===== config.mk =====
export PLATFORM = sky130hd
export DESIGN_NAME = pc_sequencer
export DESIGN_NICKNAME = d
export VERILOG_FILES = /design/src/pkg/pcstack_pkg.sv /design/src/hw/return_stack.sv /design/src/hw/context_shadow.sv /design/src/hw/pc_sequencer.sv
export SDC_FILE = /design/constraint.sdc
export NUM_CORES = 1
export LEC_CHECK = 0
export BUFFER_PORTS_ARGS = -buffer_cell sky130_fd_sc_hd__buf_2
export CORE_ASPECT_RATIO = 1.25
export CORE_MARGIN = 8
export CORE_UTILIZATION = 25
export CTS_CLUSTER_SIZE = 14
export DETAILED_ROUTE_END_ITERATION = 10
export SLEW_MARGIN = 20
export SYNTH_ARGS = -nofsm -noshare
export SYNTH_HDL_FRONTEND = slang
export SYNTH_HIERARCHICAL = 1
export SYNTH_SLANG_ARGS = --single-unit

===== constraint.sdc =====
create_clock -name pclk -period 6.85 [get_ports pclk]
set_clock_uncertainty 0.15 [all_clocks]
set_input_delay 0.3425 -clock pclk [delete_from_list [all_inputs] [get_ports pclk]]
set_output_delay 0.3425 -clock pclk [all_outputs]
set_load 0.02 [all_outputs]

===== src/pkg/pcstack_pkg.sv =====
`default_nettype none
package pcstack_pkg;
  // register indexes; the bus byte address is four times the index
  localparam logic [11:0] IDX_SHAD_FLAGS = 12'hfe4;
  localparam logic [11:0] IDX_SHAD_ACC   = 12'hfe5;
  localparam logic [11:0] IDX_SHAD_BANK  = 12'hfe6;
  localparam logic [11:0] IDX_SHAD_LATCH = 12'hfe7;
  localparam logic [11:0] IDX_SHAD_P0L   = 12'hfe8;
  localparam logic [11:0] IDX_SHAD_P0H   = 12'hfe9;
  localparam logic [11:0] IDX_SHAD_P1L   = 12'hfea;
  localparam logic [11:0] IDX_SHAD_P1H   = 12'hfeb;
  localparam logic [11:0] IDX_STACK_IDX  = 12'hfed;
  localparam logic [11:0] IDX_TOP_LOW    = 12'hfee;
  localparam logic [11:0] IDX_TOP_HIGH   = 12'hfef;
  localparam logic [11:0] IDX_CTRL       = 12'hf00;
  localparam logic [11:0] IDX_IRQ_STAT   = 12'hf01;
  localparam logic [11:0] IDX_IRQ_MASK   = 12'hf02;
  localparam logic [11:0] IDX_PC_VIEW    = 12'hf03;

  // ctrl register fields
  localparam int CTRL_FAULT_EN = 0;
  // status / mask fields
  localparam int ST_OVERRUN  = 0;
  localparam int ST_UNDERRUN = 1;
  localparam int ST_FAULT    = 2;
  localparam int ST_W        = 3;

  localparam logic [4:0]  STACK_IDX_RESET = 5'h1f;
  localparam logic [14:0] PC_RESET        = 15'h0000;
  localparam logic [31:0] SLV_ERR_DATA    = 32'h0000_0000;

  typedef enum logic [3:0] {
    op_none,
    op_step,
    op_write_low,
    op_call_lit,
    op_call_acc,
    op_jump_acc,
    op_jump_rel,
    op_goto_lit,
    op_int_entry,
    op_return,
    op_return_lit,
    op_return_int
  } pc_op_t;

  function automatic logic [13:0] word_index(input logic [15:0] addr);
    return addr[15:2];
  endfunction
endpackage
`default_nettype wire


===== src/hw/return_stack.sv =====
`timescale 1ns/1ps
`default_nettype none
module return_stack
  import pcstack_pkg::*;
#(
  parameter int DEPTH = 16,
  parameter int WIDTH = 15
)
(
  input  wire logic             pclk,
  input  wire logic             presetn,
  input  wire logic             wr_en,
  input  wire logic [3:0]       wr_slot,
  input  wire logic [WIDTH-1:0] wr_data,
  input  wire logic [3:0]       rd_slot,
  output logic      [WIDTH-1:0] rd_data
);
  // slot ports are four bits wide, so only sixteen entries can be served
  if (DEPTH != 16 || WIDTH < 1)
  begin
    $error("return_stack: DEPTH must be 16");
  end

  // kept apart from program and data storage
  logic [WIDTH-1:0] mem_q [DEPTH];

  always_ff @(posedge pclk or negedge presetn)
  begin
    if (!presetn)
    begin
      for (int i = 0; i < DEPTH; i++)
        mem_q[i] <= '0;
    end
    else if (wr_en)
      mem_q[wr_slot] <= wr_data;
  end

  assign rd_data = mem_q[rd_slot];
endmodule
`default_nettype wire


===== src/hw/context_shadow.sv =====
`timescale 1ns/1ps
`default_nettype none
module context_shadow
  import pcstack_pkg::*;
(
  input  wire logic        pclk,
  input  wire logic        presetn,
  input  wire logic        save,
  input  wire logic [63:0] live_ctx,
  input  wire logic [2:0]  sw_sel,
  input  wire logic        sw_we,
  input  wire logic [7:0]  sw_data,
  output logic      [63:0] shadow_ctx
);
  // eight bytes: flags, acc, bank, latch, p0l, p0h, p1l, p1h
  logic [7:0] shad_q [8];

  always_ff @(posedge pclk or negedge presetn)
  begin
    if (!presetn)
    begin
      for (int i = 0; i < 8; i++)
        shad_q[i] <= 8'h00;
    end
    else if (save)
    begin
      for (int i = 0; i < 8; i++)
        shad_q[i] <= live_ctx[i*8 +: 8];
    end
    else if (sw_we)
      shad_q[sw_sel] <= sw_data;
  end

  always_comb
  begin
    for (int i = 0; i < 8; i++)
      shadow_ctx[i*8 +: 8] = shad_q[i];
  end
endmodule
`default_nettype wire


===== src/hw/pc_sequencer.sv =====
// Notes on behaviour
// - counter is 15 bits; low byte software visible, upper bits from latch
// - any reset clears the whole counter
// - writing the low byte also loads upper bits from latch
// - literal call: operand gives low byte and upper 2:0; latch gives 6:3
// - computed call: accumulator is low byte, latch is upper bits
// - accumulator jump: counter plus one plus unsigned accumulator
// - relative jump: counter plus one plus sign-extended operand
// - sixteen entry, fifteen bit return stack, separate storage
// - calls and interrupt entry push; all three returns pop
// - push and pop leave the upper latch untouched
// - fault reset off: stack wraps, seventeenth push overwrites first
// - overrun and underrun flags set whether or not fault reset is on
// - top entry window follows stack index, read and write
// - stack index is five bits wide
// - push increments then writes; return reads then decrements
// - fault reset on: over or underflow requests a core reset
`timescale 1ns/1ps
`default_nettype none
module pc_sequencer
  import pcstack_pkg::*;
(
  input  wire logic        pclk,
  input  wire logic        presetn,
  // decoder side
  input  wire logic        op_valid,
  input  wire logic [3:0]  op_code,
  input  wire logic [10:0] op_operand,
  input  wire logic [7:0]  low_byte_wdata,
  input  wire logic [7:0]  accumulator_reg,
  input  wire logic [7:0]  counter_upper_latch,
  input  wire logic [14:0] interrupt_vector,
  input  wire logic [7:0]  live_flags,
  input  wire logic [7:0]  live_bank,
  input  wire logic [7:0]  live_p0l,
  input  wire logic [7:0]  live_p0h,
  input  wire logic [7:0]  live_p1l,
  input  wire logic [7:0]  live_p1h,
  input  wire logic        stack_fault_reset_en,
  // apb
  input  wire logic        psel,
  input  wire logic        penable,
  input  wire logic        pwrite,
  input  wire logic [15:0] paddr,
  input  wire logic [31:0] pwdata,
  output logic      [31:0] prdata,
  output logic             pready,
  output logic             pslverr,
  // core side results
  output logic      [14:0] program_counter,
  output logic             restore_valid,
  output logic      [63:0] restore_ctx,
  output logic             fault_reset_req,
  output logic             irq
);
  ////////////////////////////////////////////////////////////////////////
  logic [14:0] pc_q, pc_d;
  logic [4:0]  sidx_q, sidx_d;
  logic [14:0] stk_rd;
  logic        stk_we;
  logic [3:0]  stk_slot;
  logic [14:0] stk_wdata;
  logic [ST_W-1:0] stat_q, mask_q, stat_set;
  logic        fault_en_q;
  logic [63:0] shadow_ctx;
  logic        shad_sw_we;
  logic        restore_q;
  logic        fault_q;
  logic        irq_q;
  logic [31:0] prdata_q;
  logic        pready_q;
  logic        pslverr_q;
  logic        pc_flag_sync1_q, pc_flag_sync2_q;

  pc_op_t op;
  assign op = pc_op_t'(op_code);

  logic apb_setup, apb_wr, apb_rd;
  logic [11:0] idx;
  logic [13:0] widx;
  assign apb_setup = psel && !penable;
  assign widx      = word_index(paddr);
  assign idx       = widx[11:0];
  // the slave answers in the access phase right after setup, zero waits
  assign apb_wr    = psel && penable && pwrite && pready_q;
  assign apb_rd    = apb_setup && !pwrite;

  function automatic logic addr_hit(input logic [11:0] a, input logic [11:0] r);
    return a == r;
  endfunction

  ////////////////////////////////////////////////////////////////////////
  // stack pointer arithmetic and fault detection
  logic        is_push, is_pop, overflow, underflow;
  logic [4:0]  push_idx;
  assign is_push   = op_valid && (op == op_call_lit || op == op_call_acc
                                  || op == op_int_entry);
  assign is_pop    = op_valid && (op == op_return || op == op_return_lit
                                  || op == op_return_int);
  assign push_idx  = sidx_q + 5'd1;
  // index 15 is the last real slot; 31 means empty
  assign overflow  = is_push && (sidx_q == 5'h0f);
  assign underflow = is_pop && (sidx_q == 5'h1f);

  always_comb
  begin
    sidx_d = sidx_q;
    if (is_push)
      sidx_d = (overflow && !fault_en_q) ? 5'h00 : push_idx;
    else if (is_pop)
      sidx_d = sidx_q - 5'd1;
    if (!op_valid || !(is_push || is_pop))
      if (apb_wr && addr_hit(idx, IDX_STACK_IDX))
        sidx_d = pwdata[4:0];
  end

  // stack storage write: push, or software writing the top window
  always_comb
  begin
    stk_we    = 1'b0;
    stk_slot  = sidx_q[3:0];
    stk_wdata = stk_rd;
    if (is_push)
    begin
      stk_we    = 1'b1;
      stk_slot  = sidx_d[3:0];
      stk_wdata = pc_q;
    end
    else if (apb_wr && addr_hit(idx, IDX_TOP_LOW))
    begin
      stk_we    = 1'b1;
      stk_wdata = {stk_rd[14:8], pwdata[7:0]};
    end
    else if (apb_wr && addr_hit(idx, IDX_TOP_HIGH))
    begin
      stk_we    = 1'b1;
      stk_wdata = {pwdata[6:0], stk_rd[7:0]};
    end
  end

  return_stack #(.DEPTH(16), .WIDTH(15)) u_stack
  (
    .pclk    (pclk),
    .presetn (presetn),
    .wr_en   (stk_we),
    .wr_slot (stk_slot),
    .wr_data (stk_wdata),
    .rd_slot (sidx_q[3:0]),
    .rd_data (stk_rd)
  );

  ////////////////////////////////////////////////////////////////////////
  // next program counter; the latch is only read here, never written
  always_comb
  begin
    pc_d = pc_q;
    if (op_valid)
    begin
      unique case (op)
        op_step:       pc_d = pc_q + 15'd1;
        op_write_low:  pc_d = {counter_upper_latch[6:0], low_byte_wdata};
        op_call_lit:   pc_d = {counter_upper_latch[6:3], op_operand};
        op_goto_lit:   pc_d = {counter_upper_latch[6:3], op_operand};
        op_call_acc:   pc_d = {counter_upper_latch[6:0], accumulator_reg};
        op_jump_acc:   pc_d = pc_q + 15'd1 + {7'h00, accumulator_reg};
        op_jump_rel:   pc_d = pc_q + 15'd1
                              + {{4{op_operand[10]}}, op_operand};
        op_int_entry:  pc_d = interrupt_vector;
        op_return,
        op_return_lit,
        op_return_int: pc_d = stk_rd;
        default:       pc_d = pc_q;
      endcase
    end
    else if (apb_wr && addr_hit(idx, IDX_PC_VIEW))
      pc_d = {counter_upper_latch[6:0], pwdata[7:0]};
  end

  always_ff @(posedge pclk or negedge presetn)
  begin
    if (!presetn)
      pc_q <= PC_RESET;
    else if (fault_q)
      pc_q <= PC_RESET;
    else
      pc_q <= pc_d;
  end

  // the fault reset returns the index to empty like any other reset
  always_ff @(posedge pclk or negedge presetn)
  begin
    if (!presetn)
      sidx_q <= STACK_IDX_RESET;
    else if (fault_q)
      sidx_q <= STACK_IDX_RESET;
    else
      sidx_q <= sidx_d;
  end

  // configuration strap comes from outside the core clock domain
  always_ff @(posedge pclk or negedge presetn)
  begin
    if (!presetn)
    begin
      pc_flag_sync1_q <= 1'b0;
      pc_flag_sync2_q <= 1'b0;
    end
    else
    begin
      pc_flag_sync1_q <= stack_fault_reset_en;
      pc_flag_sync2_q <= pc_flag_sync1_q;
    end
  end

  // software may also enable it in the ctrl register
  logic ctrl_en_q;
  always_ff @(posedge pclk or negedge presetn)
  begin
    if (!presetn)
      ctrl_en_q <= 1'b0;
    else if (apb_wr && addr_hit(idx, IDX_CTRL))
      ctrl_en_q <= pwdata[CTRL_FAULT_EN];
  end

  always_ff @(posedge pclk or negedge presetn)
  begin
    if (!presetn)
      fault_en_q <= 1'b0;
    else
      fault_en_q <= pc_flag_sync2_q || ctrl_en_q;
  end

  // one-cycle reset request; the core is expected to reset on it
  always_ff @(posedge pclk or negedge presetn)
  begin
    if (!presetn)
      fault_q <= 1'b0;
    else
      fault_q <= fault_en_q && (overflow || underflow);
  end

  ////////////////////////////////////////////////////////////////////////
  // context shadows
  assign shad_sw_we = apb_wr && (idx >= IDX_SHAD_FLAGS) && (idx <= IDX_SHAD_P1H);

  context_shadow u_shadow
  (
    .pclk       (pclk),
    .presetn    (presetn),
    .save       (op_valid && op == op_int_entry),
    .live_ctx   ({live_p1h, live_p1l, live_p0h, live_p0l,
                  counter_upper_latch, live_bank, accumulator_reg, live_flags}),
    .sw_sel     (3'(idx - IDX_SHAD_FLAGS)),
    .sw_we      (shad_sw_we),
    .sw_data    (pwdata[7:0]),
    .shadow_ctx (shadow_ctx)
  );

  // restore strobe is seen by the core one cycle after the return
  always_ff @(posedge pclk or negedge presetn)
  begin
    if (!presetn)
      restore_q <= 1'b0;
    else
      restore_q <= op_valid && (op == op_return_int);
  end

  ////////////////////////////////////////////////////////////////////////
  // sticky status, write one to clear; a new event wins over the clear
  assign stat_set = {fault_q, underflow, overflow};

  always_ff @(posedge pclk or negedge presetn)
  begin
    if (!presetn)
      stat_q <= '0;
    else if (apb_wr && addr_hit(idx, IDX_IRQ_STAT))
      stat_q <= (stat_q & ~pwdata[ST_W-1:0]) | stat_set;
    else
      stat_q <= stat_q | stat_set;
  end

  always_ff @(posedge pclk or negedge presetn)
  begin
    if (!presetn)
      mask_q <= '0;
    else if (apb_wr && addr_hit(idx, IDX_IRQ_MASK))
      mask_q <= pwdata[ST_W-1:0];
  end

  always_ff @(posedge pclk or negedge presetn)
  begin
    if (!presetn)
      irq_q <= 1'b0;
    else
      irq_q <= |(stat_d_view() & mask_q);
  end

  function automatic logic [ST_W-1:0] stat_d_view();
    return stat_q;
  endfunction

  ////////////////////////////////////////////////////////////////////////
  // apb read path, captured in setup so data stand through the access phase
  logic [31:0] rd_mux;
  logic        rd_hit;
  always_comb
  begin
    rd_hit = 1'b1;
    rd_mux = SLV_ERR_DATA;
    if (addr_hit(idx, IDX_STACK_IDX))       rd_mux = {27'h0, sidx_q};
    else if (addr_hit(idx, IDX_TOP_LOW))    rd_mux = {24'h0, stk_rd[7:0]};
    else if (addr_hit(idx, IDX_TOP_HIGH))   rd_mux = {25'h0, stk_rd[14:8]};
    else if (addr_hit(idx, IDX_CTRL))       rd_mux = {31'h0, ctrl_en_q};
    else if (addr_hit(idx, IDX_IRQ_STAT))   rd_mux = {29'h0, stat_q};
    else if (addr_hit(idx, IDX_IRQ_MASK))   rd_mux = {29'h0, mask_q};
    else if (addr_hit(idx, IDX_PC_VIEW))    rd_mux = {24'h0, pc_q[7:0]};
    else if (idx >= IDX_SHAD_FLAGS && idx <= IDX_SHAD_P1H)
      rd_mux = {24'h0, shadow_ctx[8*(3'(idx - IDX_SHAD_FLAGS)) +: 8]};
    else
      rd_hit = 1'b0;
  end

  always_ff @(posedge pclk or negedge presetn)
  begin
    if (!presetn)
    begin
      prdata_q  <= 32'h0000_0000;
      pready_q  <= 1'b0;
      pslverr_q <= 1'b0;
    end
    else
    begin
      pready_q  <= apb_setup;
      pslverr_q <= apb_setup && !rd_hit;
      if (apb_rd)
        prdata_q <= rd_mux;
      else if (apb_setup)
        prdata_q <= 32'h0000_0000;
    end
  end

  assign prdata          = prdata_q;
  assign pready          = pready_q;
  assign pslverr         = pslverr_q;
  assign program_counter = pc_q;
  assign restore_valid   = restore_q;
  assign restore_ctx     = shadow_ctx;
  assign fault_reset_req = fault_q;
  assign irq             = irq_q;
endmodule
`default_nettype wire


* After elaboration in Yosys (flattened, before gate mapping)
Cells that the tools add are included.
Widths: inputs -> output; s select.
** Storage, ports and cells
- Bits in registers :: 371
- Bits of input ports :: 157
- Output and inout port bits :: 116
- Logic and storage cells :: 175
** Operators by class
- $add $sub $neg :: 6
- Magnitude comparators :: 7
- Equality and inequality tests :: 21
- Shifts and indexed selects :: 1
- Mux-type cells :: 47
- Bitwise operators :: 8
- Reductions and logical operators :: 47
** Operators with widths (number)
- $bwmux 240 :: 1
- $mux 15 :: 9
- $mux 64 :: 2
- $pmux 15 s8 :: 1
- $mux 32 :: 3
- $eq 12x12->1 const B :: 7
- $bwmux 64 :: 1
- $mux 8 :: 8
- $shiftx 64x7->8 :: 1
- $bmux 15 s4 :: 1
- $demux 15 s4 :: 1
- $mux 5 :: 6
- $logic_and 1x1->1 :: 26
- $demux 8 s3 :: 1
- $eq 4x3->1 const B :: 4
- $eq 4x4->1 const B :: 4
- $add 15x1->15 const B :: 1
- $add 15x15->15 :: 1
- $add 15x8->15 :: 1
- $ge 12x12->1 const B :: 1
- $le 12x12->1 const B :: 1
- $mux 1 :: 11
- $ge 5x5->1 const B :: 2
- $ne 10x2->1 const B :: 1
- 24 further kinds :: 42

* Longest topological paths before layout
- Word-level depth :: 17
- Mapped depth :: 13
- Depth with buffers taken out :: 12

* By module
The synthesis kept the hierarchy.
** By module, submodules not included
- return_stack :: times used 1, cells each 668, area an instance 10761.6 µm², sequential area each 6005.8 µm²
- pc_sequencer :: times used 1, cells each 718, area an instance 5738.0 µm², sequential area each 1082.3 µm²
- context_shadow :: times used 1, cells each 293, area an instance 3094.2 µm², sequential area each 1601.5 µm²

* Least setup slack after synthesis
Ideal clock, no wire load.
- Path type :: input -> register
- Start :: input port op_code[1]
- End :: register pc_q[10] (netlist: program_counter[10])
- Library setup time :: 0.094 ns
- Arrival :: 3.425 ns
- Required time :: 6.606 ns
- Slack :: 3.181 ns
- Stages :: 13
- Path buffers :: 3
- Cell sequence :: buf_2 > nor4bb_1 > clkbuf_1 > clkbuf_1 > mux2_2 > ha_1 > fa_1 > a211oi_1 > o21ai_0 > nand4_1 > a41o_1 > o221ai_1 > a221oi_2
** Between the ends
- Longest elaborated chain between the ends :: 5
- Elaborated cells on any way between the ends :: 18
- Classes of those cells :: eq/ne (12); mux (3); reduce/logical (3)
** Ends and longest elaborated chain
- start: declaration :: RTL line pc_sequencer.sv:27 : input wire logic [3:0] op_code,
- $eq 4x4->1, or another cell as far along :: RTL line pc_sequencer.sv:159 : unique case (op)
- $reduce_or 3->1 / $reduce_or 2->1 (equally long branches)
- $pmux 15 s8 :: RTL line pc_sequencer.sv:159
- $mux 15 :: RTL line pc_sequencer.sv:157 : if (op_valid)
- $mux 15 :: RTL line pc_sequencer.sv:183 : else if (fault_q)
- end signal: assignment :: RTL line pc_sequencer.sv:186 : pc_q <= pc_d;
- end: declaration :: RTL line pc_sequencer.sv:57 : logic [14:0] pc_q, pc_d;
Several ways; a longest one is shown, not always the timed one.
A chain may end at the register's enable or synchronous reset.

* Worst setup path in the final report
- Start :: register sidx_q[1]
- End :: register u_stack/mem_q[228] in the netlist's numbering
** Between the ends
- Longest elaborated chain between the ends :: 14
- Elaborated cells on any way between the ends :: 25
- Classes of those cells :: add/sub (2); order compare (2); eq/ne (1); mux (15); bitwise (2); reduce/logical (3)
** Ends and longest elaborated chain
- start: declaration :: RTL line pc_sequencer.sv:58 : logic [4:0] sidx_q, sidx_d;
- start signal: assignment :: RTL line pc_sequencer.sv:197 : sidx_q <= sidx_d;
- branches (longest 7 deep; another with $sub 5x1->5)
- $mux 4 (*) :: RTL line pc_sequencer.sv:123 : if (is_push)
- net stk_slot[1] :: RTL line pc_sequencer.sv:61 : logic [3:0] stk_slot;
- $not 4->5 (not written as such) (*) :: RTL line return_stack.sv:35 : mem_q[wr_slot] <= wr_data;
- $ge 5x5->1 (not written as such) / $lt 5x1->1 (equally long branches) :: RTL line return_stack.sv:35
- $logic_and 1x1->1 (not written as such) :: RTL line return_stack.sv:35
- $mux 15 (not written as such) :: RTL line return_stack.sv:35
- $demux 15 s4 (*) :: RTL line return_stack.sv:35
- $bwmux 240 (*) :: RTL line return_stack.sv:35
- end signal: indexed assignment :: RTL line return_stack.sv:35
- end: declaration :: RTL line return_stack.sv:25 : logic [WIDTH-1:0] mem_q [DEPTH];
Mark *: on every way through the listed nets, which the timed path passes. The select of a mux whose other input is x is not followed.

==> results.json <==
{
  "status": "finished clean",
  "num_vias": 15360,
  "power.density_mw_per_mm2": 258.5,
  "grt_start_max_net_pins": 164,
  "yosysUniqueCellTypes": 89,
  "drive_above_1_share_pct": 34.87,
  "worstPathArrival_ns": 4.87,
  "ys_seq_elements": 347,
  "std_cell_rows": 115,
  "yosysTopAreaCell": "dfrtp_1",
  "die_h_um": 329,
  "post_dp_cell_area_mm2": 0.02165,
  "routed_wl_mm": 67.58,
  "cts_tree": "yes",
  "crit_required_ns": 7.11,
  "slew_viol_final": 0,
  "dp_cells": 2858,
  "r2r_slack_ns": 2.23,
  "async_reset_ff_share_pct": 100.0,
  "initial_utilization_pct": 25.08,
  "dp_hpwl_mm": 48.41,
  "fin_area_mm2": 0.02344,
  "antennaDiodeCount": 0,
  "fin_nets": 2085,
  "cp_top_family": "flip-flops",
  "design.die.area_mm2": 0.08765,
  "ys_warn_count": 6,
  "cp_max_fo": 36,
  "path_cells": "buf_4 -> inv_1 -> ha_1 -> o21ai_0 -> o21ai_0 -> buf_4 -> or4_1 -> mux2_2",
  "post_layout_nonfiller_instances": 2986,
  "worstSkewPairLatency_ns": 0.55,
  "grt_pass1_vias": 15830,
  "crit_cells": 8,
  "end_kind": "register",
  "ys_seq_area_share_pct": 44.35,
  "grt.overflow.total": 0,
  "cts_root_buffer": "clkbuf_16",
  "ff2ff_path_depth": 8,
  "fmax_ghz": 0.2166,
  "avgSynthCellArea_um2": 11.67,
  "synth_flop_cell": "dfrtp_1",
  "setup_ws_ns": 2.232,
  "power.total_w": 0.006058,
  "syn-cell-area_mm2": 0.01959,
  "startpoint_type": "register",
  "slowest_stage": "dfstp_2",
  "hold_viol": 0,
  "drc": 0,
  "cts_buffer_depth": 3,
  "postRouteAntennaNets": 0,
  "cts_max_level": 2,
  "io_buffers": 220,
  "rsz0062_at_grt": "false",
  "final.min_clock_period_ns": 4.618,
  "min_path_type": "in2reg",
  "synth_area_leaders": "dfrtp_1 (44%), mux2_2 (14%), mux4_2 (8.4%), mux2i_1 (4.2%), nand2_1 (3.1%)",
  "holdPathStages": 3,
  "critPathMaxStageDelay_ns": 1.08,
  "maxCapViolations": 0,
  "crit_type": "reg2reg",
  "vias_per_cell": 5.145,
  "die_w_um": 266.4,
  "p_leak_nw": 10.78,
  "synth_edf_count": 0,
  "grt_usage_pct": 14.85,
  "slew_headroom_pct": 29.85,
  "setup_viol": 0,
  "cts_buffers": 36,
  "drtPass1Iterations": 7,
  "post-route-period-util_pct": 67.41,
  "pre_cts_ws_ns": 2.028,
  "critPathBufInv": 3,
  "coreArea_mm2": 0.07813,
  "netlist_instances": 1679,
  "synth_top_area_share_pct": 43.68,
  "antenna_found_initial": 0,
  "gp_congestion": 0.9360,
  "area_growth_pct": 19.62,
  "setup-tns-final_ns": 0,
  "grt_pass1_wl_mm": 101.4,
  "wl_per_cell_um": 22.63,
  "cts-resized-gates": 0,
  "clock_sinks": 347,
  "worst_ir_drop_vdd_mv": 0.2217,
  "clkTransAtPathRegs_ns": 0.07,
  "drt_iter0_drc": 1319,
  "worst_slew_pin_slew_ns": 1.045,
  "ios": 273
}
final timing paths:
check / start / end
worst max register to register: sidx_q[1] / u_stack/mem_q[228]
max in group asynchronous: presetn / u_shadow/shadow_ctx[36]
worst min-delay path: accumulator_reg[1] / u_shadow/shadow_ctx[9]
worst max-delay path: sidx_q[1] / u_stack/mem_q[228]
min in group asynchronous: presetn / u_stack/mem_q[143]
worst min register to register: pc_flag_sync1_q / pc_flag_sync2_q
Yosys cell counts (8+ instances only):
cell type	count
o21ai_1	39
nand4_1	8
buf_2	31
nor2_1	59
a22oi_1	41
a211oi_1	10
buf_6	9
a22o_1	14
mux2_2	240
a31oi_1	9
clkbuf_1	78
o41ai_2	8
o21ai_0	85
xnor2_1	17
xor2_1	9
dfrtp_1	342
and2_1	8
mux2i_1	83
nand3_1	24
o22ai_1	12
mux2_1	11
and3_1	8
mux4_2	73
nand2b_1	14
buf_4	32
ha_1	19
inv_1	19
a21oi_1	43
nor2b_1	9
nor3_1	9
nor3_2	8
nand2_1	163
worst register-to-register path, delay by kind of cell, from the launching register on:
family / cells / cell delay, ns
multiplexers: 1 / 0.45
buffers and inverters: 3 / 1.10
adder cells (fa/ha/maj): 1 / 0.33
flip-flops: 1 / 1.08
AND/OR/NAND/NOR: 1 / 0.98
AO/OA/AOI/OAI: 2 / 0.39
metal layers:
layer / GRT usage [%] / share of wire (%)
met4: 7.855 / 5.5
met1: 16.70 / 38
met2: 26.19 / 50
met5: 0 / 0
met3: 3.091 / 6.9
registers in the layout (all words and copies together) (netlist names):
| signal | cells |
|---|---|
| pc_flag_sync2_q | 1 |
| u_stack/mem_q | 240 |
| ctrl_en_q | 1 |
| irq | 1 |
| sidx_q | 5 |
| pready | 1 |
| pslverr | 1 |
| stat_q | 3 |
| fault_reset_req | 1 |
| pc_flag_sync1_q | 1 |
| u_shadow/shadow_ctx | 64 |
| mask_q | 3 |
| prdata | 8 |
| fault_en_q | 1 |
| restore_valid | 1 |
| program_counter | 15 |
report_power, final:
group,switching (W),internal [W],total (W)
clock,0.000841,0.00108,0.00192
sequential,0.000286,0.00226,0.00254
combinational,0.000962,0.000633,0.00160
total,0.00209,0.00397,0.00606
per-stage QoR:
stage                     utilization, %  hold WS [ns]
after detailed placement           27.70        0.2089
final                              30.00       0.07383
after global placement             27.70        0.1994
after floorplan                        -       -0.1031
after global routing               30.00       0.05271
after CTS                          29.98       0.05008
cell families after synthesis:
| logic type | synth area share [%] |
|---|---|
| mux | 27.82 |
| simple gates | 9.560 |
| flops | 44.35 |
| compound gates | 11.24 |
| buf+inv | 4.534 |
| xor+xnor | 1.162 |
| fa+ha+maj | 1.315 |
| other cells | 0.01914 |
cell usage in the layout, fill, tap and decap left out, types with 12 or more instances in the layout:
cell type      instances
a22o_1                14
buf_2                219
clkbuf_16             37
ha_1                  19
nand3_1               24
o22ai_1               12
nand2_1              163
nor2_1                58
o21ai_0               79
mux2_2               240
xnor2_1               17
inv_1                 19
dlygate4sd3_1         65
nand2b_1              14
conb_1                24
o21ai_1               41
buf_4                 39
a22oi_1               41
mux2i_1               83
mux4_2                73
dfrtp_1              342
a21oi_1               43
what timing repair did:
action                     CTS  global route
hold endpoints to repair   150             0
hold buffers                65             0
setup endpoints to repair    0             0
buffers inserted             0             0
layout make-up:
cell class	count	area, um^2
Clock inverter	8	62.56
Tap cell	1053	1318
Timing Repair Buffer	325	2074
Clock buffer	55	1064
Multi-Input combinational cell	1179	10150
Sequential cell	347	8693
Inverter	19	71.32
Fill cell	7899	54690
(Power assumes the default switching activity.)
